### src/hw/nibble_defs.svh
// constants for the nibble serial / loopback / receiver power-save block
// assumes a 16-bit plain register port and one clock at the pll rate
// Notes on behaviour
// - serial receive mode leaves the transmit path exactly as without it.
// - serial mode derives the capture clock from the pll clock, not a strobe.
// - each slice may feed its tx data back into rx while still driving pad.
// - loopback needs data and strobe slices; only slice zero takes strobe.
// - at power-on receiver-off and termination-off outputs are both high.
// - state machine output falls two divided cycles after read enable rises.
// - after read enable falls output stays low idle-count plus one divided cycles, then high.
// - source attribute and termination bit pick machine, zero or fabric.
// - fabric-controlled outputs carry the or of all read enables on every bit.
`ifndef NIBBLE_DEFS_SVH
`define NIBBLE_DEFS_SVH

`define OFS_MODE      8'h00
`define OFS_LOOPBACK  8'h01
`define OFS_SOURCES   8'h02
`define OFS_TERM_BITS 8'h03
`define OFS_IDLE_CNT  8'h04
`define OFS_STATUS    8'h05

`define MODE_SERIAL_BIT 0
`define MODE_WIDTH_LSB  4
`define MODE_WIDTH_MSB  7
`define SRC_RCV_LSB     8

`define RST_WIDTH    4'h8
`define RST_IDLE_CNT 8'h0F
`define RST_MODE     16'h0080

`endif

### src/hw/nibble_pkg.sv
// types shared by the nibble power-save logic
// assumes nothing beyond the defs header
package nibble_pkg;
  // gray order along high -> arm -> low -> hold
  typedef enum logic [1:0] {
    PS_HIGH = 2'b00,
    PS_ARM  = 2'b01,
    PS_LOW  = 2'b11,
    PS_HOLD = 2'b10
  } ps_state_t;
endpackage : nibble_pkg

### src/hw/nibble_serial_loopback_rx_power.sv
// nibble control: serial capture clocking, per-slice loopback, receiver power save
// assumes clk is the pll clock, read enables come from fabric on clk, pad inputs async
//
// Decided for this implementation: the placing of the registers and the plain strobed port.
`timescale 1ns/10ps
`include "nibble_defs.svh"
module nibble_serial_loopback_rx_power #(
  parameter int NSLICE = 6,
  parameter int CNT_W  = 8
) (
  // clock and reset
  input  wire logic              clk,
  input  wire logic              srst,
  // register port
  input  wire logic [7:0]        reg_addr,
  input  wire logic [15:0]       reg_wdata,
  input  wire logic              reg_wr,
  input  wire logic              reg_rd,
  output logic      [15:0]       reg_rdata,
  // slice datapath
  input  wire logic [NSLICE-1:0] tx_data,
  input  wire logic [NSLICE-1:0] pad_data_in,
  output logic      [NSLICE-1:0] serial_data_out,
  output logic      [NSLICE-1:0] rx_data,
  output logic                   capture_pulse,
  // power save
  input  wire logic [NSLICE-1:0] read_window_enable,
  output logic      [NSLICE-1:0] receiver_off,
  output logic      [NSLICE-1:0] termination_off
);
  logic [15:0]       mode_r;
  logic [NSLICE-1:0] loop_r;
  logic [NSLICE-1:0] term_src_r;
  logic [NSLICE-1:0] rcv_src_r;
  logic [NSLICE-1:0] term_bit_r;
  logic [CNT_W-1:0]  idle_r;
  logic [15:0]       rdata_r;
  logic [NSLICE-1:0] pad_s1_r;
  logic [NSLICE-1:0] pad_s2_r;
  logic [NSLICE-1:0] ser_out_r;
  logic [NSLICE-1:0] rx_r;
  logic              strobe_prev_r;
  logic              cap_r;
  logic [3:0]        div_r;
  logic [NSLICE-1:0] rcv_off_r;
  logic [NSLICE-1:0] term_off_r;

  // register decode
  wire wr_mode = reg_wr && reg_addr == `OFS_MODE;
  wire wr_loop = reg_wr && reg_addr == `OFS_LOOPBACK;
  wire wr_src  = reg_wr && reg_addr == `OFS_SOURCES;
  wire wr_term = reg_wr && reg_addr == `OFS_TERM_BITS;
  wire wr_idle = reg_wr && reg_addr == `OFS_IDLE_CNT;

  wire             serial_on = mode_r[`MODE_SERIAL_BIT];
  wire [3:0]       width     = mode_r[`MODE_WIDTH_MSB:`MODE_WIDTH_LSB];
  wire [3:0]       width_m1  = (width == 4'h0) ? 4'h0 : width - 4'h1;
  wire             div_tick  = (div_r >= width_m1);
  wire             rden_any  = |read_window_enable;
  wire             sm_out;
  nibble_pkg::ps_state_t ps_state;

  // per-slice receive source: own tx ahead of the pad, else synced pad data
  wire [NSLICE-1:0] rx_sel = (loop_r & tx_data) | (~loop_r & pad_s2_r);
  // only slice zero can carry a strobe into the capture logic
  wire strobe_edge = rx_sel[0] & ~strobe_prev_r;
  wire cap_nxt     = serial_on ? div_tick : strobe_edge;

  // output source selection, one entry per slice
  // a set termination bit forces an internally sourced output to zero by itself,
  // whatever source the other output of the same slice uses
  logic [NSLICE-1:0] rcv_off_nxt;
  logic [NSLICE-1:0] term_off_nxt;
  genvar k;
  generate
    for (k = 0; k < NSLICE; k++) begin : g_src
      assign term_off_nxt[k] = term_src_r[k] ? rden_any :
                               (term_bit_r[k] ? 1'b0 : sm_out);
      assign rcv_off_nxt[k]  = rcv_src_r[k] ? rden_any :
                               (term_bit_r[k] ? 1'b0 : sm_out);
    end
  endgenerate

  wire [15:0] status = {12'h000, serial_on, sm_out, ps_state};
  wire [15:0] rd_mux =
    (reg_addr == `OFS_MODE)      ? mode_r :
    (reg_addr == `OFS_LOOPBACK)  ? 16'(loop_r) :
    (reg_addr == `OFS_SOURCES)   ? (16'(rcv_src_r) << `SRC_RCV_LSB) | 16'(term_src_r) :
    (reg_addr == `OFS_TERM_BITS) ? 16'(term_bit_r) :
    (reg_addr == `OFS_IDLE_CNT)  ? 16'(idle_r) :
    (reg_addr == `OFS_STATUS)    ? status : 16'h0000;

  // register file; read data stand one cycle, zero otherwise
  always_ff @(posedge clk) begin
    if (srst) begin
      mode_r     <= `RST_MODE;
      loop_r     <= '0;
      term_src_r <= '0;
      rcv_src_r  <= '0;
      term_bit_r <= '0;
      idle_r     <= CNT_W'(`RST_IDLE_CNT);
      rdata_r    <= 16'h0000;
    end else begin
      if (wr_mode) mode_r <= reg_wdata;
      if (wr_loop) loop_r <= reg_wdata[NSLICE-1:0];
      if (wr_src) begin
        term_src_r <= reg_wdata[NSLICE-1:0];
        rcv_src_r  <= reg_wdata[`SRC_RCV_LSB +: NSLICE];
      end
      if (wr_term) term_bit_r <= reg_wdata[NSLICE-1:0];
      if (wr_idle) idle_r <= reg_wdata[CNT_W-1:0];
      rdata_r <= reg_rd ? rd_mux : 16'h0000;
    end
  end

  // pad inputs cross in through two flops
  always_ff @(posedge clk) begin
    if (srst) begin
      pad_s1_r <= '0;
      pad_s2_r <= '0;
    end else begin
      pad_s1_r <= pad_data_in;
      pad_s2_r <= pad_s1_r;
    end
  end

  // slice datapath: tx copy, rx source, capture pulse and rate divider
  always_ff @(posedge clk) begin
    if (srst) begin
      ser_out_r     <= '0;
      rx_r          <= '0;
      strobe_prev_r <= 1'b0;
      cap_r         <= 1'b0;
      div_r         <= 4'h0;
    end else begin
      ser_out_r     <= tx_data;
      rx_r          <= rx_sel;
      strobe_prev_r <= rx_sel[0];
      cap_r         <= cap_nxt;
      div_r         <= div_tick ? 4'h0 : div_r + 4'h1;
    end
  end

  // power-on state: receiver off and termination inactive
  always_ff @(posedge clk) begin
    if (srst) begin
      rcv_off_r  <= '1;
      term_off_r <= '1;
    end else begin
      rcv_off_r  <= rcv_off_nxt;
      term_off_r <= term_off_nxt;
    end
  end

  power_save_fsm #(
    .CNT_W (CNT_W)
  ) u_fsm (
    .clk        (clk),
    .srst       (srst),
    .tick       (div_tick),
    .rden_any   (rden_any),
    .idle_count (idle_r),
    .sm_out     (sm_out),
    .state      (ps_state)
  );

  assign reg_rdata       = rdata_r;
  assign serial_data_out = ser_out_r;
  assign rx_data         = rx_r;
  assign capture_pulse   = cap_r;
  assign receiver_off    = rcv_off_r;
  assign termination_off = term_off_r;

  a_tx_unaffected: assert property (@(posedge clk) disable iff (srst)
    !$past(srst) |-> serial_data_out == $past(tx_data))
    else $error("transmit output must follow tx data in every mode");
  a_loop_route: assert property (@(posedge clk) disable iff (srst)
    (loop_r[0] && !wr_loop) |=> (rx_data[0] == $past(tx_data[0]) && serial_data_out[0] == $past(tx_data[0])))
    else $error("looped slice must receive its own tx data and still drive it out");
  a_serial_capture: assert property (@(posedge clk) disable iff (srst)
    (serial_on && div_tick) |=> capture_pulse)
    else $error("serial mode must capture on the divided pll tick");
  a_strobe_slice0: assert property (@(posedge clk) disable iff (srst)
    (!serial_on && rx_sel[0] && !strobe_prev_r) |=> capture_pulse)
    else $error("slice zero strobe edge must raise capture");
  a_power_on_high: assert property (@(posedge clk)
    $past(srst) |-> (&receiver_off && &termination_off))
    else $error("reset must leave both power-save outputs high");
  a_ext_broadcast: assert property (@(posedge clk) disable iff (srst)
    term_src_r[0] && !wr_src |=> termination_off == {NSLICE{$past(rden_any)}} || !(&$past(term_src_r)))
    else $error("fabric-controlled output must carry the or of read enables");
  a_int_forced_low: assert property (@(posedge clk) disable iff (srst)
    (!term_src_r[0] && term_bit_r[0] && !rcv_src_r[0]) |=> (!termination_off[0] && !receiver_off[0]))
    else $error("internal source with termination bit set must drive zero");
  a_int_follows_sm: assert property (@(posedge clk) disable iff (srst)
    (!term_src_r[0] && !term_bit_r[0]) |=> termination_off[0] == $past(sm_out))
    else $error("internal source with bit clear must follow the state machine");
  a_rcv_forced_low: assert property (@(posedge clk) disable iff (srst)
    (!rcv_src_r[0] && term_bit_r[0]) |=> !receiver_off[0])
    else $error("internal receiver source with termination bit set must drive zero");
  a_rcv_broadcast: assert property (@(posedge clk) disable iff (srst)
    (&rcv_src_r && !wr_src) |=> receiver_off == {NSLICE{$past(rden_any)}})
    else $error("fabric-controlled receiver output must carry the or of read enables");
  a_step_on_tick: assert property (@(posedge clk) disable iff (srst)
    !div_tick |=> ps_state == $past(ps_state))
    else $error("power-save state may only move on a divided tick");
  a_tick_spacing: assert property (@(posedge clk) disable iff (srst)
    (div_tick && width_m1 != 4'h0 && !wr_mode) |=> !div_tick)
    else $error("divided tick must not repeat on consecutive cycles above width one");
endmodule : nibble_serial_loopback_rx_power

### src/hw/power_save_fsm.sv
// receiver power-save state machine, stepped on the divided tick
// assumes tick is a one-cycle pulse from the parent's divider
`timescale 1ns/10ps
module power_save_fsm #(
  parameter int CNT_W = 8
) (
  // clock and reset
  input  wire logic             clk,
  input  wire logic             srst,
  // control
  input  wire logic             tick,
  input  wire logic             rden_any,
  input  wire logic [CNT_W-1:0] idle_count,
  // state
  output logic                  sm_out,
  output nibble_pkg::ps_state_t state
);
  nibble_pkg::ps_state_t st_r;
  nibble_pkg::ps_state_t st_nxt;
  logic [CNT_W-1:0]      cnt_r;
  logic [CNT_W-1:0]      cnt_nxt;

  always_comb begin
    st_nxt  = st_r;
    cnt_nxt = cnt_r;
    if (tick) begin
      unique case (st_r)
        nibble_pkg::PS_HIGH: if (rden_any) st_nxt = nibble_pkg::PS_ARM;
        nibble_pkg::PS_ARM:  st_nxt = nibble_pkg::PS_LOW;
        nibble_pkg::PS_LOW: begin
          if (!rden_any) begin
            if (idle_count == '0) begin
              st_nxt = nibble_pkg::PS_HIGH;
            end else begin
              st_nxt  = nibble_pkg::PS_HOLD;
              cnt_nxt = idle_count - 1'b1;
            end
          end
        end
        nibble_pkg::PS_HOLD: begin
          if (rden_any) begin
            st_nxt = nibble_pkg::PS_LOW;
          end else if (cnt_r == '0) begin
            st_nxt = nibble_pkg::PS_HIGH;
          end else begin
            cnt_nxt = cnt_r - 1'b1;
          end
        end
      endcase
    end
  end

  always_ff @(posedge clk) begin
    if (srst) begin
      st_r  <= nibble_pkg::PS_HIGH;
      cnt_r <= '0;
    end else begin
      st_r  <= st_nxt;
      cnt_r <= cnt_nxt;
    end
  end

  assign sm_out = (st_r == nibble_pkg::PS_HIGH) || (st_r == nibble_pkg::PS_ARM);
  assign state  = st_r;

  a_arm_first_tick: assert property (@(posedge clk) disable iff (srst)
    (st_r == nibble_pkg::PS_HIGH && tick && rden_any) |=> (sm_out && st_r == nibble_pkg::PS_ARM))
    else $error("first divided tick after read enable must keep output high");
  a_fall_second_tick: assert property (@(posedge clk) disable iff (srst)
    (st_r == nibble_pkg::PS_ARM && tick) |=> !sm_out)
    else $error("output must fall on the second divided tick");
  a_hold_stays_low: assert property (@(posedge clk) disable iff (srst)
    (st_r == nibble_pkg::PS_LOW && tick && !rden_any && idle_count > 1)
      |=> (!sm_out && cnt_r == $past(idle_count) - 1))
    else $error("idle hold must load the idle count and stay low");
  a_hold_release: assert property (@(posedge clk) disable iff (srst)
    (st_r == nibble_pkg::PS_HOLD && tick && !rden_any && cnt_r == '0) |=> sm_out)
    else $error("output must return high when the idle count expires");
endmodule : power_save_fsm

### config.mk
export PLATFORM = sky130hd
export DESIGN_NAME = nibble_serial_loopback_rx_power
export DESIGN_NICKNAME = d
export VERILOG_FILES = /design/src/hw/nibble_pkg.sv /design/src/hw/nibble_serial_loopback_rx_power.sv /design/src/hw/power_save_fsm.sv
export VERILOG_INCLUDE_DIRS = /design/src /design/src/hw
export SDC_FILE = /design/constraint.sdc
export NUM_CORES = 1
export LEC_CHECK = 0
export ABC_AREA = 1
export BUFFER_PORTS_ARGS = -buffer_cell sky130_fd_sc_hd__buf_2
export CORE_MARGIN = 2
export CORE_UTILIZATION = 25
export DETAILED_ROUTE_END_ITERATION = 8
export PLACE_DENSITY_LB_ADDON = 0.08
export SLEW_MARGIN = 20
export SYNTH_ARGS = -nofsm -noshare
export SYNTH_HDL_FRONTEND = slang
export SYNTH_HIERARCHICAL = 1
export SYNTH_SLANG_ARGS = --single-unit
### constraint.sdc
create_clock -name clk -period 4.4 [get_ports clk]
set_clock_uncertainty 0.2 [all_clocks]
set_input_delay 1.32 -clock clk [delete_from_list [all_inputs] [get_ports clk]]
set_output_delay 1.32 -clock clk [all_outputs]
set_load 0.02 [all_outputs]
==> flow_summary.json <==
{
  "outcome": "finished, final reports clean",
  "nNetsFinal": 821,
  "tns_ns": 0,
  "drt_pass1_iterations": 4,
  "drtIter0Drc": 338,
  "pwr_density_cell_nw_per_um2": 428,
  "hold_depth": 2,
  "drt_wl_total_mm": 15.1,
  "pwr-share-comb": 0.046,
  "yosys_warnings": 6,
  "clk_pin_slew_ns": 0.06,
  "cts_root_buf": "clkbuf_16",
  "final_common_cell": "nand2_1",
  "vias": 4547,
  "drv_cap": 0,
  "report.final.slew_viol_count": 0,
  "place_congestion": 0.752,
  "seqPwrFrac": 0.394,
  "synthFlopType": "dfxtp_1",
  "utilization": 0.322,
  "synth_seq_cells": 115,
  "cts.repair.resized": 0,
  "cts_setup_buffers": 0,
  "worstSetupPathType": "in -> reg",
  "gr-total-overflow": 0,
  "wl_per_cell_um": 14.4,
  "netlist_area_um2": 5040,
  "top_usage_layer": "met2",
  "vias_per_cell": 4.34,
  "ctsHtreeMaxLevel": 4,
  "crit_fanout": 15,
  "synth_cell_types": 38,
  "ios": 87,
  "grt_antenna_before_repair": 0,
  "hold_path_class": "reg -> reg",
  "grt_pass1_vias": 4469,
  "clockPowerShare": 0.560,
  "required_ns": 4.50,
  "max_freq_mhz": 349,
  "die_y_um": 146,
  "postRouteAntennaNets": 0,
  "ff2ff_path_depth": 14,
  "grt_first_pass_wirelength_mm": 24.2,
  "die_w_um": 146,
  "critPathLaunchType": "input pin",
  "arrival_ns": 2.97,
  "synthCells": 684,
  "syn_avg_cell_area_um2": 7.37,
  "p_sw_frac": 0.219,
  "tightest_slew_ns": 0.599,
  "track_usage": 0.145,
  "grtUsageMet2": 0.227,
  "cts_tree": "yes",
  "core_um2": 19700,
  "cp-end-kind": "register",
  "start_util": 0.257,
  "grtUsageMet1": 0.197,
  "cts_buffers": 17,
  "internal_power_uw": 2110,
  "port_buffers": 86,
  "insertion_delay_ns": 0.41,
  "cts.sinks": 115,
  "grt_max_degree": 50,
  "syn-num-nets": 736,
  "period_minus_slack_ns": 2.87,
  "period_share": 0.651,
  "async_flop_share": 0,
  "antenna_cells": 0,
  "layout-area-overhead-vs-synth_pct": 25.3,
  "dp_cells": 1015,
  "rows": 51,
  "final_cell_count_no_fill": 1047,
  "switchingPower_uw": 592,
  "synth_edf_count": 0,
  "final_cell_mix": "nand2_1 (137), dfxtp_1 (115), nor2_1 (98)",
  "route.detailed.drc": 0,
  "vdd_drop_max_mv": 0.233,
  "relSlewSlack": 0.601,
  "cts_hold_buf": 0,
  "drive_gt1_frac": 0.205,
  "die_area_um2": 21300,
  "hold_viol": 0,
  "p_leak_uw": 0.00279,
  "dp_hpwl_mm": 11.2,
  "rsz0062_at_grt": "no",
  "met3_usage": 0.0350,
  "ys_seq_area_frac": 0.456,
  "clockBufferDepth": 2,
  "final-setup-viol-count": 0
}
## worst max-delay path: stages
cell	delay [ns]
buf_2	0.09
nor4_1	0.27
nand2_1	0.08
buf_4	0.21
nor3_4	0.24
nand2_1	0.09
nor2_2	0.40
nand2_1	0.10
nor2_1	0.11
nor2_1	0.05
## per-stage QoR
step	hold slack [ns]	power (uW)	setup WS (ns)	cell area [um^2]
after CTS	0.202	2740	1.55	6320
after floorplan	0.188	1160	1.45	5040
final	0.201	2700	1.53	6320
after detailed placement	0.194	1210	1.11	5670
after global placement	0.189	1210	1.14	5670
after global routing	0.223	2810	1.28	6320
## worst paths after layout
check	startpoint	to	slack, ns
worst max register to register	mode_r[4]$_SDFFE_PP0P_	u_fsm/cnt_r[4]$_SDFFE_PP0P_	1.58
worst max-delay path	read_window_enable[3]	u_fsm/cnt_r[4]$_SDFFE_PP0P_	1.53
worst min-delay path	pad_s1_r[4]$_SDFF_PP0_	pad_s2_r[4]$_SDFF_PP0_	0.20
worst min register to register	pad_s1_r[4]$_SDFF_PP0_	pad_s2_r[4]$_SDFF_PP0_	0.20
## metal layers
layer	vias to the layer above	wire (um)
met5	-	0
met4	0	212
met3	14	647
met2	96	6750
met1	2069	7510
li1	2368	-
## registers in the layout, indices dropped and copies added, names as in the netlist
signal           cells
u_fsm/cnt_r          8
term_src_r           6
rcv_src_r            6
idle_r               8
serial_data_out      6
receiver_off         6
term_bit_r           6
rx_data              6
loop_r               6
pad_s2_r             6
pad_s1_r             6
termination_off      6
capture_pulse        1
mode_r              16
u_fsm/state          2
div_r                4
reg_rdata           16
## power by group through the flow
stage                     clock (uW)  combinational, uW  sequential, uW
after global placement             0                125            1090
after CTS                       1550                126            1060
after floorplan                    0               63.0            1090
after global routing            1600                139            1070
final                           1520                124            1060
after detailed placement           0                125            1090
## layout make-up
cell class                      instances  area (um^2)
Fill cell                            2200        13300
Sequential cell                       115         2300
Multi-Input combinational cell        456         2240
Timing Repair Buffer                   90          460
Clock buffer                           18          439
Inverter                               89          334
Tap cell                              265          332
Clock inverter                         14          210
## synthesized netlist by cell type, types with 2 or more instances
cell	instances	area [um^2]
nand2_1	137	514
dfxtp_1	115	2300
nor2_1	98	368
inv_1	77	289
nand3_1	72	360
a21oi_1	48	240
o21ai_0	37	185
o211ai_1	16	120
clkbuf_1	12	45.0
inv_2	11	41.3
buf_6	6	67.6
ha_1	6	75.1
nand2_4	6	67.6
nor2_4	5	56.3
nor2_2	4	25.0
buf_4	3	22.5
nand2_2	3	18.8
nand3_2	3	30.0
nand4_1	3	18.8
nor3_1	3	15.0
o21ai_1	2	10.0
## cell families (layout without fill, tap and decap cells)
logic type	Yosys count	count (layout)	synth area share
compound gates	108	108	0.118
xor+xnor	2	2	0.00347
fa+ha+maj	6	6	0.0149
buf+inv	113	211	0.0987
flops	115	115	0.456
simple gates	340	340	0.308
No activity file was read; power rests on OpenSTA's default activity.
